==> src/pkg/bmc_phy_regs.svh <==
// Timing and line constants of the biphase mark line coder
`ifndef BMC_PHY_REGS_SVH
`define BMC_PHY_REGS_SVH

// System clock rate in MHz
`define BMC_CLK_MHZ 100
// Half of one unit interval in ns, nominal 300 kbit/s line rate
`define BMC_HALF_UI_NS 1667
// Half unit interval in clock cycles, rounded down
`define BMC_HALF_UI_CYC ((`BMC_HALF_UI_NS * `BMC_CLK_MHZ) / 1000)
// Edge closer than NUM/DEN half intervals after a boundary is a mid-cell edge
`define BMC_MID_LIMIT_NUM 3
`define BMC_MID_LIMIT_DEN 2
// Half intervals of silence that end a received frame
`define BMC_RX_TIMEOUT_HALVES 4
// Smallest half interval the logic can serve
`define BMC_MIN_HALF_CYC 4
// Line select codes
`define BMC_SEL_LINE_A 1'h0
`define BMC_SEL_LINE_B 1'h1
// Line level while nobody drives, held up by the attach bias
`define BMC_LINE_IDLE 1'h1

`endif

==> src/pkg/bmc_pkg.sv <==
// Types of the biphase mark line coder
`default_nettype none
package bmc_pkg;

  typedef enum logic [2:0] {
    BMC_IDLE = 3'h0,
    BMC_LEAD = 3'h1,
    BMC_FIRST = 3'h2,
    BMC_SECOND = 3'h3,
    BMC_CLOSE = 3'h4
  } bmc_tx_state_t;

endpackage : bmc_pkg
`default_nettype wire

==> src/logic/bmc_rx_dec.sv <==
// Biphase mark decoder recovering bits from line edges
`include "bmc_phy_regs.svh"
`default_nettype none
module bmc_rx_dec #(
  parameter int HALF_UI_CYC = `BMC_HALF_UI_CYC
) (
  // Clock and reset
  input wire logic clk_i,
  input wire logic reset_n_i,
  // Line
  input wire logic enable_i,
  input wire logic line_i,
  // Decoded bits
  output logic rx_bit_o,
  output logic rx_valid_o,
  output logic rx_busy_o
);

  localparam int MID_LIM = (HALF_UI_CYC * `BMC_MID_LIMIT_NUM) / `BMC_MID_LIMIT_DEN;
  localparam int TMO = HALF_UI_CYC * `BMC_RX_TIMEOUT_HALVES;
  localparam int CW = $clog2(TMO + 1);

  logic line_r;
  logic edge_w;
  logic busy_r;
  logic mid_r;
  logic [CW-1:0] cnt_r;

  assign edge_w = enable_i && (line_i != line_r);
  assign rx_busy_o = busy_r;

  always_ff @(posedge clk_i or negedge reset_n_i) begin
    if (!reset_n_i) begin
      // Idle level avoids a false edge after reset
      line_r <= `BMC_LINE_IDLE;
    end else begin
      line_r <= line_i;
    end
  end

  always_ff @(posedge clk_i or negedge reset_n_i) begin
    if (!reset_n_i) begin
      busy_r <= 1'h0;
      cnt_r <= '0;
      mid_r <= 1'h0;
      rx_bit_o <= 1'h0;
      rx_valid_o <= 1'h0;
    end else begin
      rx_valid_o <= 1'h0;
      if (!enable_i) begin
        busy_r <= 1'h0;
        mid_r <= 1'h0;
      end else if (edge_w) begin
        if (busy_r && (cnt_r < CW'(MID_LIM))) begin
          mid_r <= 1'h1;
        end else begin
          rx_bit_o <= mid_r;
          rx_valid_o <= busy_r;
          busy_r <= 1'h1;
          mid_r <= 1'h0;
          cnt_r <= '0;
        end
      end else if (busy_r) begin
        if (cnt_r >= CW'(TMO)) begin
          busy_r <= 1'h0;
          mid_r <= 1'h0;
        end else begin
          cnt_r <= cnt_r + 1'b1;
        end
      end
    end
  end
endmodule : bmc_rx_dec
`default_nettype wire

==> src/logic/bmc_phy.sv <==
// Biphase mark transmitter and receiver for the configuration line pair
// How it works
// - Toggle line at every cell start.
// - Ones toggle mid-cell; zeros hold level.
// - Preamble starts by driving low level.
// - Closing edge ends final end-of-packet bit.
// - Driver enabled only while sending message.
// - Use only line chosen by orientation.
// - One driver at a time; else high impedance.
// - Coding every cell bounds DC disparity.
`include "bmc_phy_regs.svh"
`default_nettype none
module bmc_phy #(
  parameter int HALF_UI_CYC = `BMC_HALF_UI_CYC
) (
  // Clock and reset
  input wire logic clk_i,
  input wire logic reset_n_i,
  // Cable orientation
  input wire logic config_line_sel_i,
  // Transmit bit stream
  input wire logic tx_valid_i,
  input wire logic tx_data_i,
  input wire logic tx_last_i,
  output logic tx_ready_o,
  output logic tx_busy_o,
  // Receive bit stream
  output logic rx_bit_o,
  output logic rx_valid_o,
  output logic rx_busy_o,
  // Configuration line a
  input wire logic config_line_a_i,
  output logic config_line_a_o,
  output logic config_line_a_oe_o,
  // Configuration line b
  input wire logic config_line_b_i,
  output logic config_line_b_o,
  output logic config_line_b_oe_o
);

  localparam int CW = $clog2(HALF_UI_CYC);

  if (HALF_UI_CYC < `BMC_MIN_HALF_CYC) begin : g_bad_half
    $error("HALF_UI_CYC too small");
  end

  bmc_pkg::bmc_tx_state_t st_r;
  logic [CW-1:0] cnt_r;
  logic tick_w;
  logic lvl_r;
  logic bit_r;
  logic last_r;
  logic sel_r;
  logic drive_w;
  logic boundary_w;
  logic take_w;
  logic rx_line_w;

  function automatic logic pick_line(input logic sel, input logic a, input logic b);
    pick_line = (sel == `BMC_SEL_LINE_B) ? b : a;
  endfunction : pick_line

  // Half interval divider, restarted at frame start
  assign tick_w = (st_r != bmc_pkg::BMC_IDLE) && (cnt_r == '0);

  always_ff @(posedge clk_i or negedge reset_n_i) begin
    if (!reset_n_i) begin
      cnt_r <= '0;
    end else if (st_r == bmc_pkg::BMC_IDLE || tick_w) begin
      cnt_r <= CW'(HALF_UI_CYC - 1);
    end else begin
      cnt_r <= cnt_r - 1'b1;
    end
  end

  assign boundary_w = tick_w && (st_r == bmc_pkg::BMC_LEAD || (st_r == bmc_pkg::BMC_SECOND && !last_r));
  assign tx_ready_o = boundary_w;
  assign take_w = boundary_w && tx_valid_i;
  assign tx_busy_o = drive_w;

  // Transmit sequencer
  always_ff @(posedge clk_i or negedge reset_n_i) begin
    if (!reset_n_i) begin
      st_r <= bmc_pkg::BMC_IDLE;
    end else begin
      unique case (st_r)
        bmc_pkg::BMC_IDLE: begin
          if (tx_valid_i) begin
            st_r <= bmc_pkg::BMC_LEAD;
          end
        end
        bmc_pkg::BMC_LEAD: begin
          if (tick_w) begin
            st_r <= tx_valid_i ? bmc_pkg::BMC_FIRST : bmc_pkg::BMC_CLOSE;
          end
        end
        bmc_pkg::BMC_FIRST: begin
          if (tick_w) begin
            st_r <= bmc_pkg::BMC_SECOND;
          end
        end
        bmc_pkg::BMC_SECOND: begin
          if (tick_w) begin
            st_r <= (take_w) ? bmc_pkg::BMC_FIRST : bmc_pkg::BMC_CLOSE;
          end
        end
        bmc_pkg::BMC_CLOSE: begin
          if (tick_w) begin
            st_r <= bmc_pkg::BMC_IDLE;
          end
        end
        default: begin
          st_r <= bmc_pkg::BMC_IDLE;
        end
      endcase
    end
  end

  // Bit being sent and its end-of-frame mark
  always_ff @(posedge clk_i or negedge reset_n_i) begin
    if (!reset_n_i) begin
      bit_r <= 1'h0;
      last_r <= 1'h0;
    end else if (st_r == bmc_pkg::BMC_IDLE) begin
      last_r <= 1'h0;
    end else if (take_w) begin
      bit_r <= tx_data_i;
      last_r <= tx_last_i;
    end
  end

  // Line level
  always_ff @(posedge clk_i or negedge reset_n_i) begin
    if (!reset_n_i) begin
      lvl_r <= 1'h0;
    end else if (st_r == bmc_pkg::BMC_IDLE) begin
      lvl_r <= 1'h0;
    end else if (tick_w) begin
      if (st_r == bmc_pkg::BMC_FIRST) begin
        lvl_r <= lvl_r ^ bit_r;
      end else if (st_r == bmc_pkg::BMC_LEAD || st_r == bmc_pkg::BMC_SECOND) begin
        lvl_r <= ~lvl_r;
      end
    end
  end

  // Orientation frozen while a frame is being sent
  always_ff @(posedge clk_i or negedge reset_n_i) begin
    if (!reset_n_i) begin
      sel_r <= `BMC_SEL_LINE_A;
    end else if (st_r == bmc_pkg::BMC_IDLE) begin
      sel_r <= config_line_sel_i;
    end
  end

  assign drive_w = (st_r != bmc_pkg::BMC_IDLE);
  assign config_line_a_oe_o = drive_w && (sel_r == `BMC_SEL_LINE_A);
  assign config_line_b_oe_o = drive_w && (sel_r == `BMC_SEL_LINE_B);
  assign config_line_a_o = lvl_r;
  assign config_line_b_o = lvl_r;

  assign rx_line_w = pick_line(sel_r, config_line_a_i, config_line_b_i);

  // decoder starts a cell at an edge unless it comes less than MID_LIM cycles after the last boundary
  bmc_rx_dec #(
    .HALF_UI_CYC(HALF_UI_CYC)
  ) u_dec (
    .clk_i(clk_i),
    .reset_n_i(reset_n_i),
    .enable_i(!drive_w),
    .line_i(rx_line_w),
    .rx_bit_o(rx_bit_o),
    .rx_valid_o(rx_valid_o),
    .rx_busy_o(rx_busy_o)
  );
endmodule : bmc_phy
`default_nettype wire

==> config.mk <==
export PLATFORM = sky130hd
export DESIGN_NAME = bmc_phy
export DESIGN_NICKNAME = d
export VERILOG_FILES = /design/src/pkg/bmc_pkg.sv /design/src/logic/bmc_rx_dec.sv /design/src/logic/bmc_phy.sv
export VERILOG_INCLUDE_DIRS = /design/src /design/src/pkg
export SDC_FILE = /design/constraint.sdc
export NUM_CORES = 1
export LEC_CHECK = 0
export ABC_AREA = 1
export BUFFER_PORTS_ARGS = -buffer_cell sky130_fd_sc_hd__clkbuf_2
export CORE_ASPECT_RATIO = 1.4
export CORE_MARGIN = 4
export CORE_UTILIZATION = 45
export CTS_CLUSTER_SIZE = 16
export DETAILED_ROUTE_END_ITERATION = 10
export REMOVE_ABC_BUFFERS = 1
export SYNTH_ARGS = -nofsm -noshare
export SYNTH_HDL_FRONTEND = slang
export SYNTH_SLANG_ARGS = --single-unit
==> constraint.sdc <==
create_clock -name clk_i -period 2.1 [get_ports clk_i]
set_input_delay 0.105 -clock clk_i [delete_from_list [all_inputs] [get_ports clk_i]]
set_output_delay 0.105 -clock clk_i [all_outputs]
set_load 0.02 [all_outputs]
==> results.toml, run 1 <==
[floorplan]
io_pins = 17
dieWidth_um = 62.46
core_area_um2 = 3986
dieHeight_um = 84.24
rows = 27
start_util_pct = 46.86
die_area_um2 = 5261

[final_layout]
drive_gt1_share_pct = 16.04
area_growth_pct = 9.980
fin_nets = 280
diodes = 0

[logic_synthesis]
yosysWarnings = 0
synth_cells = 248
synth.distinct_cells = 28
ys_seq_area_share_pct = 40.25
netlist_area_um2 = 1868
synth-seq-cells = 30
avgSynthCellArea_um2 = 7.532

[power_and_ir_drop]
worst_ir_drop_vdd_v = 0.0006655
p_leak_nw = 1.105
power.share.sequential_pct = 33.6
power_frac_comb_pct = 50.5
power.density_nw_per_um2 = 1344
p_total_mw = 2.761
p_sw_mw = 1.315
sw_frac_of_total_pct = 47.63
internal_power_mw = 1.446
power_frac_clock_pct = 15.9

[critical_path]
critPathBufInv = 3
crit_path_cell_trace = "inv_1 -> ha_1 -> nand2_1 -> nor2_2 -> inv_1 -> nor2_1 -> clkbuf_2"
cp.arrival_ns = 1.66
required_ns = 2.00
crit_top_cell = "inv_1"
crit_type = "flop to output pin"
cpMaxStageDelayCell = "dfrtp_1"
cp_slowest_stage_delay_ns = 0.37
setup.worst_path.start_class = "flop"
end_kind = "output pin"
worstPathMaxFanout = 4
crit_family = "simple AND/OR/NAND/NOR gates"

[hold_path]
hold_path_class = "input pin to flop"

[detailed_routing]
wl_per_cell_um = 11.67
vias = 1527
drt_iter0_markers = 74
drt_wl_total_um = 3628
drt_pass1_iterations = 4
via_per_inst = 4.910
drc_errors = 0
ant_nets = 0

[global_routing]
grtUsageTotal_pct = 15.63
grt-busiest-layer = "met2"
grt_pass1_vias = 1473
grt_first_pass_wirelength_um = 6568
use_met2_pct = 27.38
grt_use_met3_pct = 3.882
antenna_found_initial = 0
grt_max_degree = 31
met1_usage_pct = 17.90
grt-ovfl-total = 0

[timing]
slew_headroom_pct = 49.47
fin_tns_setup_ns = 0
hold_violations = 0
final-setup-viol-count = 0
post-route-min-period_ns = 1.765
rsz0062_at_grt = "false"
tightest_slew_ns = 0.7580
fmax_ghz = 0.5666
clock_skew_ns = 0.006507
min_period_over_period_pct = 84.04
slew_viol_final = 0

[clocking]
clk_pin_slew_ns = 0.06
root_buffer = "clkbuf_8"
cts_tree = "yes"
insertion_delay_ns = 0.29
clockBufferDepth = 2
postCtsSetupBuffers = 0
clock-sinks = 30
cts_max_level = 2
cts_inserted_buffers = 5

[status]
outcome = "complete, no violations"

[placed_design]
globalplace.congestion = 0.8526
place_hpwl_um = 2710
port_buffers = 16

[run]
maxCapViolations = 0
## cells in the mapped netlist
master	number	area share, %
nand2_1	74	15
inv_1	33	6.6
dfrtp_1	29	39
nor2_1	24	4.8
nand3_1	21	5.6
inv_2	7	1.4
xor2_1	7	3.3
a21oi_1	6	1.6
nand4_1	6	2.0
nand3b_1	5	2.0
ha_1	4	2.7
o21ai_0	4	1.1
o21ai_1	4	1.1
buf_4	3	1.2
nand2_4	3	1.8
nor2_2	3	1.0
nand3_2	2	1.1
nand3_4	2	1.9
nor2_8	2	2.1
buf_6	1	0.60
dfstp_2	1	1.4
nand2_2	1	0.34
nor2_4	1	0.60
nor3b_1	1	0.40
o21bai_1	1	0.40
o31ai_1	1	0.40
or2_1	1	0.34
xnor2_1	1	0.47
## final cells by class
class	count	area [um^2]
Multi-Input combinational cell	174	932.1
Inverter	40	150.1
Tap cell	43	53.80
Timing Repair Buffer	17	90.09
Sequential cell	30	752.0
Clock buffer	7	76.32
Fill cell	396	1932
## worst paths after layout
check	cells after the start	end	start	slack (ns)
setup / recovery	7	tx_ready_o	cnt_r[0]$_DFF_PN0_	0.34
max in group asynchronous	2	cnt_r[4]$_DFF_PN0_	reset_n_i	1.20
hold reg to reg	1	cnt_r[0]$_DFF_PN0_	cnt_r[0]$_DFF_PN0_	0.44
setup reg to reg	8	st_r[1]$_DFFE_PN0P_	cnt_r[0]$_DFF_PN0_	0.49
hold / removal	3	sel_r$_DFFE_PN0N_	config_line_sel_i	0.04
min in group asynchronous	2	u_dec.cnt_r[4]$_DFFE_PN0P_	reset_n_i	0.42
## timing repair
action,4_1_cts,5_1_grt
gates resized for setup,0,0
hold endpoints to repair,29,0
hold buffers,1,0
## registers in the layout, summed over array words and instances, names as in the netlist
| register | count |
|---|---|
| st_r | 3 |
| cnt_r | 8 |
| u_dec.rx_busy_o | 1 |
| sel_r | 1 |
| bit_r | 1 |
| last_r | 1 |
| config_line_a_o | 1 |
| u_dec.line_r | 1 |
| u_dec.rx_bit_o | 1 |
| u_dec.cnt_r | 10 |
| u_dec.rx_valid_o | 1 |
| u_dec.mid_r | 1 |
## logic make-up (layout without fill, tap and decap cells)
family,count (synthesis),count (layout),share of synthesized area [%]
xor+xnor,8,8,3.751
compound gates,16,16,4.555
simple gates,146,146,38.92
flops,30,30,40.25
buf+inv,44,64,9.846
fa+ha+maj,4,4,2.679
## stage by stage
stage	cell area (um^2)	util, %	worst slack (ns)	hold slack, ns	instances
6_report	2054	51.54	0.3352	0.04021	311
5_1_grt	2054	51.54	0.2144	0.04199	311
4_1_cts	2054	51.54	0.3136	0.03258	311
3_5_place_dp	1968	49.37	0.5081	0.2224	303
3_3_place_gp	1968	49.37	0.5088	0.2176	303
2_1_floorplan	1834	-	0.7244	-0.1906	244
## cells in the final DEF (no fill, tap or decap), types with 2 or more instances in the layout
cell,n
nor2_8,2
dfrtp_1,29
a21oi_1,6
nand3_1,21
clkbuf_1,2
clkbuf_2,16
nand2_4,3
nand3_2,2
nand3b_1,5
clkbuf_8,5
xor2_1,7
nand4_1,6
nor2_1,24
inv_2,7
inv_1,33
nand3_4,2
ha_1,4
nand2_1,74
nor2_2,3
o21ai_0,4
o21ai_1,4
## metal layers
layer | routed length (um) | up-vias
met5 | 0 | -
met4 | 47 | 0
met3 | 128 | 5
met2 | 1830 | 26
met1 | 1621 | 690
li1 | - | 806
## power by group through the flow
stage	combinational, mW	sequential [mW]	clock (mW)
3_5_place_dp	1.40	0.938	0
4_1_cts	1.41	0.929	0.458
5_1_grt	1.60	0.960	0.492
2_1_floorplan	1.07	0.946	0
3_3_place_gp	1.40	0.943	0
6_report	1.39	0.927	0.440
## worst min-delay path: cells and delay by family
family / cells / cell delay, ns
buffers and inverters: 1 / 0.07
AND/OR/NAND/NOR: 2 / 0.10
Note: power is estimated with default switching activity, not from simulation.
==> inputs of run 2 (changes only) <==
Settings changed: ABC_AREA 1 to 0, PLACE_DENSITY set to 0.66.
Clock period 2.1 ns to 1.6 ns, I/O delays scaled along.
==> run 2 against run 1 <==
  * The run now ends with negative setup slack left
  * Synthesized cell count decreased by 32%
  * Area after synthesis is 12% lower
  * Global-route usage is 3.3 points higher
  * Worst hold slack improved by 0.0029 ns
  * Wire length up 15%
  * Critical path type is now flop to flop
  * Register-to-register slack got worse by 0.53 ns
  * Clock power is 34% higher
  * Critical path depth down 1
  * Total power rose by 26%
  * Die area down 11%
  * Sequential power up 13%
  * Largest cell class unchanged
==> results.toml, run 2 <==
[floorplan]
dieWidth_um = 59.14
io_pins = 17
dieHeight_um = 79.60
start_util_pct = 47.89
core_area_um2 = 3441
rows = 25
die_area_um2 = 4708

[timing]
slew_headroom_pct = 50.48
slew_viol_final = 0
final-setup-viol-count = 4
setup_slack_ns = -0.03881
tightest_slew_ns = 0.7428
post-route-min-period_ns = 1.639
fmax_ghz = 0.6102
hold_violations = 0
clock_skew_ns = 0.004462
rsz0062_at_grt = "true"
min_period_over_period_pct = 102.4

[global_routing]
grtUsageTotal_pct = 18.90
antenna_found_initial = 0
grt-ovfl-total = 0
grt_max_degree = 31
grt_first_pass_wirelength_um = 6755
grt_pass1_vias = 1520

[final_layout]
layout_commonest_cell = "buf_4"
multiInputGateArea_um2 = 992.2
fillers = 267
fin_nets = 239
ff_latch_area_um2 = 752.0
diodes = 0
largest_registers = "u_dec.cnt_r: 10 flops, cnt_r: 8 flops, st_r: 3 flops"
most-common-layout-cells = "buf_4, dfrtp_1, nor2_1"
final_area_um2 = 2327
drive_gt1_share_pct = 44.69
largest_reg_flops = 10
area_growth_pct = 41.23
regMostFlops = "u_dec.cnt_r"

[clocking]
cts_tree = "yes"
clk_pin_slew_ns = 0.05
cts_inserted_buffers = 5
cts_max_level = 2
clockBufferDepth = 2
clock-sinks = 30
root_buffer = "clkbuf_8"
insertion_delay_ns = 0.28

[power_and_ir_drop]
worst_ir_drop_vdd_v = 0.001318
power_frac_comb_pct = 52.9
p_leak_nw = 1.017
p_sw_mw = 1.385
p_total_mw = 3.488
sw_frac_of_total_pct = 39.70
power_frac_clock_pct = 16.9
power.density_nw_per_um2 = 1499
power.share.sequential_pct = 30.2
internal_power_mw = 2.104

[critical_path]
cp.arrival_ns = 1.80
r2r_start = "u_dec.cnt_r[1]$_DFFE_PN0P_"
setup.worst_path.start_class = "flop"
r2r_setup_slack_ns = -0.04
worstPathMaxFanout = 4
end_kind = "flop"
crit_start = "u_dec.cnt_r[1]$_DFFE_PN0P_"
crit_type = "flop to flop"
required_ns = 1.76

[logic_synthesis]
ys.flop_type = "dfrtp_1"
synth-seq-cells = 30
synth.distinct_cells = 48
async_flop_share_pct = 100.0
netlist_area_um2 = 1648
yosys-top-cells-area = "dfrtp_1, nor2_1, nand2_1"
synth_top_area_share_pct = 44.04
ys_seq_area_share_pct = 45.63
yosys.area.top_type = "dfrtp_1"
synth_cells = 169
synth_edf_count = 0
yosysWarnings = 0
yosysMostFrequentCell = "dfrtp_1"
synth_common_cells = "dfrtp_1, nor2_1, nand2_1"
avgSynthCellArea_um2 = 9.750

[placed_design]
globalplace.congestion = 0.8434
place_area_um2 = 1947
port_buffers = 16
place_hpwl_um = 2742
pre_cts_ws_ns = -0.09273

[detailed_routing]
wl_per_cell_um = 15.67
via_per_inst = 5.579
drt_pass1_iterations = 4
drt_iter0_markers = 60
vias = 1484
drt_wl_total_um = 4169
drc_errors = 0
ant_nets = 0

[hold_path]
min_from = "tx_data_i"
hold_path_class = "input pin to flop"

[status]
outcome = "finished, violations left"
violations = "negative setup slack"

[run]
maxCapViolations = 0
==> run 2: kinds of logic (layout without fill, tap and decap cells) <==
group / after synthesis / after routing / share of synthesized area (%)
compound gates: 43 / 43 / 17.24
mux: 5 / 5 / 3.492
buf+inv: 15 / 72 / 4.555
flops: 30 / 30 / 45.63
simple gates: 64 / 64 / 20.20
xor+xnor: 8 / 8 / 5.847
fa+ha+maj: 4 / 4 / 3.037
==> run 2: final timing paths <==
kind | cells after the start | to
max | 6 | u_dec.rx_bit_o$_DFFE_PN0P_
min reg2reg | 1 | u_dec.rx_bit_o$_DFFE_PN0P_
max reg2reg | 6 | u_dec.rx_bit_o$_DFFE_PN0P_
min | 2 | bit_r$_DFFE_PN0P_
max in group asynchronous | 2 | u_dec.cnt_r[4]$_DFFE_PN0P_
min in group asynchronous | 2 | cnt_r[0]$_DFF_PN0_
==> run 2: per-stage QoR <==
step                      hold WS [ns]  instances  util [%]  setup TNS (ns)
after floorplan                -0.2156        163         -          -2.609
after detailed placement        0.1751        247     56.58         -0.4171
final                          0.04308        266     67.64        -0.09427
after global placement          0.1775        247     56.58         -0.1894
after CTS                      0.04028        258     62.04        -0.06166
after global routing           0.04343        266     67.64         -0.7447
==> run 2: per-layer routing <==
layer	global-route usage [%]	part of all wire, %	vias to the layer above
li1	-	-	710
met1	22.05	40	736
met2	31.86	54	33
met3	5.178	4.3	5
met4	7.937	1.5	0
met5	0	0	-
==> run 2: power groups by stage <==
stage                     Combinational [mW]  Sequential (mW)  Clock, mW
after global routing                    2.00             1.07      0.652
after floorplan                        0.764             1.14          0
after CTS                               1.55             1.05      0.605
after global placement                  1.43             1.04          0
after detailed placement                1.46             1.05          0
final                                   1.85             1.05      0.589
==> run 2: cell type report <==
class / count / share of cell area (%)
multi-input cells: 124 / 42.63
flip-flops and latches: 30 / 32.31
repair buffers: 57 / 17.90
clock buffers: 6 / 3.548
well taps: 40 / 2.151
inverters: 9 / 1.452
==> run 2: critical path, stage by stage (launching register included) <==
cell and delay, ns:
dfrtp_1 0.36, inv_2 0.06, ha_4 0.15, nor2b_1 0.12
o31a_1 0.29, a211oi_2 0.21, mux2_1 0.34
==> run 2: repair_timing <==
action                                  4_1_cts  5_1_grt
resized for setup                            16       29
hold buffers                                  2        0
endpoints found under the setup margin       16       18
endpoints found under the hold margin        30        0
buffers inserted                              3        8
pin swaps                                     4       14
==> inputs of run 3 (changes only) <==
==> constraint.sdc (replaced) <==
create_clock -name clk_i -period 1.6 [get_ports clk_i]
set_input_delay 0.24 -clock clk_i [delete_from_list [all_inputs] [get_ports clk_i]]
set_output_delay 0.24 -clock clk_i [all_outputs]
set_load 0.02 [all_outputs]
==> run 3 against run 2 <==
  * Via count grew 3.3%
  * Wire length shrank 0.31%
  * Final cell count grew 2.3%
  * Register-to-register slack lost 0.05 ns
  * Total power grew 7.5%
  * The run still ends with negative setup slack left
  * Critical path type unchanged
  * Flip-flop and latch count is the same
  * First-iteration DRC count grew 8.3%
  * Global-route usage grew 1.1 points
  * Die area is the same
  * Cell area grew 1.5%
  * Critical endpoint unchanged
  * Utilization grew 0.98 points
  * Non-clock buffer count grew 4
==> results.toml, run 3 (synthesis gave the netlist of run 2 again) <==
[final_layout]
fin_nets = 243
area_growth_pct = 43.28
regMostFlops = "u_dec.cnt_r"
diodes = 0
final_util_pct = 68.62
drive_gt1_share_pct = 46.55
layout_commonest_cell = "buf_4"
most-common-layout-cells = "buf_4, dfrtp_1, nor2_1"
largest_registers = "u_dec.cnt_r: 10 flops, cnt_r: 8 flops, st_r: 3 flops"
largest_reg_flops = 10

[clocking]
cts_tree = "yes"
clk_pin_slew_ns = 0.06
clockBufferDepth = 2
cts_max_level = 2
cts_inserted_buffers = 5
insertion_delay_ns = 0.28
clock-sinks = 30
root_buffer = "clkbuf_8"

[timing]
final-setup-viol-count = 12
fin_tns_setup_ns = -0.5911
slew_viol_final = 0
fmax_ghz = 0.5907
setup_slack_ns = -0.09285
slew_headroom_pct = 74.12
rsz0062_at_grt = "true"
fin_hold_ws_ns = 0.1551
min_period_over_period_pct = 105.8
hold_violations = 0
post-route-min-period_ns = 1.693
clock_skew_ns = 0.003483
tightest_slew_ns = 0.3883

[power_and_ir_drop]
power.density_nw_per_um2 = 1588
power_frac_clock_pct = 16.8
sw_frac_of_total_pct = 39.63
power.share.sequential_pct = 28.2
p_leak_nw = 1.060
internal_power_mw = 2.263
power_frac_comb_pct = 55.0
worst_ir_drop_vdd_v = 0.001175
p_sw_mw = 1.485
p_total_mw = 3.748

[detailed_routing]
ant_nets = 0
drc_errors = 0
vias = 1533
via_per_inst = 5.636
drt_iter0_markers = 65
wl_per_cell_um = 15.28
drt_pass1_iterations = 5
drt_wl_total_um = 4156

[floorplan]
io_pins = 17
dieHeight_um = 79.60
core_area_um2 = 3441
start_util_pct = 47.89
dieWidth_um = 59.14
die_area_um2 = 4708
rows = 25

[global_routing]
grt_max_degree = 31
grt-ovfl-total = 0
grtUsageTotal_pct = 19.99
grt_pass1_vias = 1576
grt_first_pass_wirelength_um = 7051
antenna_found_initial = 0

[critical_path]
cp.arrival_ns = 1.86
end_kind = "flop"
required_ns = 1.76
setup.worst_path.start_class = "flop"
worstPathMaxFanout = 4
crit_type = "flop to flop"

[status]
violations = "negative setup slack"
outcome = "finished, violations left"

[placed_design]
place_hpwl_um = 2812
port_buffers = 16
globalplace.congestion = 0.8478

[run]
maxCapViolations = 0

[hold_path]
hold_path_class = "input pin to flop"
run 3: cell count changes in the layout (fill, tap and decap cells not counted), moves of 2 or more:
| cell | change |
|---|---|
| o21ai_2 | -2 |
| o21ai_1 | +3 |
| buf_4 | +5 |
| a31oi_4 | -3 |
| a31oi_1 | +2 |
run 3: cell type report:
| type | count | area, um^2 |
|---|---|---|
| clock inverter | 1 | 5.005 |
| multi-input combinational | 124 | 989.7 |
| sequential | 30 | 752.0 |
| tap | 40 | 50.05 |
| inverter | 9 | 33.78 |
| fill | 264 | 1080 |
| timing repair buffer | 61 | 444.2 |
| clock buffer | 7 | 86.33 |
run 3: layer usage:
| metal | routed length, um | vias to the layer above | global-route usage (%) |
|---|---|---|---|
| li1 | - | 724 | - |
| met1 | 1637 | 761 | 21.71 |
| met2 | 2274 | 37 | 35.73 |
| met3 | 158 | 11 | 5.178 |
| met4 | 85 | 0 | 8.163 |
| met5 | 0 | - | 0 |
run 3: power groups by stage:
| stage | Sequential [mW] | Clock (mW) | Combinational, mW |
|---|---|---|---|
| floorplan | 1.14 | 0 | 0.764 |
| global placement | 1.04 | 0 | 1.48 |
| detailed placement | 1.05 | 0 | 1.53 |
| CTS | 1.05 | 0.643 | 1.82 |
| global route | 1.07 | 0.690 | 2.24 |
| finish | 1.06 | 0.629 | 2.06 |
run 3: path summary, 6_finish.rpt:
path                                             from                          to  slack (ns)  cells past startpoint
setup / recovery           u_dec.cnt_r[1]$_DFFE_PN0P_  u_dec.rx_bit_o$_DFFE_PN0P_       -0.09                      6
max in group asynchronous                   reset_n_i      u_dec.line_r$_DFF_PN1_        0.78                      3
setup reg to reg           u_dec.cnt_r[1]$_DFFE_PN0P_  u_dec.rx_bit_o$_DFFE_PN0P_       -0.09                      6
hold reg to reg            u_dec.cnt_r[7]$_DFFE_PN0P_  u_dec.cnt_r[7]$_DFFE_PN0P_        0.52                      1
min in group asynchronous                   reset_n_i          cnt_r[7]$_DFF_PN0_        0.50                      3
hold / removal                      config_line_sel_i           sel_r$_DFFE_PN0N_        0.16                      2
run 3: worst max-delay path, stage by stage (launching register included):
cell and delay [ns]:
dfrtp_1 0.37, inv_2 0.07, ha_4 0.15, nor2b_4 0.11
o31a_1 0.31, a211oi_2 0.24, mux2_4 0.33
run 3: metrics by stage:
stage	setup WS (ns)	instances	area (um^2)
2_1_floorplan	-0.3016	163	1607
3_3_place_gp	-0.07157	251	1977
3_5_place_dp	-0.1294	251	1977
4_1_cts	-0.1256	270	2253
5_1_grt	-0.1853	272	2361
6_report	-0.09285	272	2361
run 3: what timing repair did:
| item | in CTS | in global routing |
|---|---|---|
| endpoints found under the hold margin | 29 | 0 |
| pin swaps | 13 | 16 |
| hold buffers | 1 | 0 |
| buffers inserted | 11 | 2 |
| resized for setup | 24 | 24 |
| setup endpoints to repair | 17 | 19 |
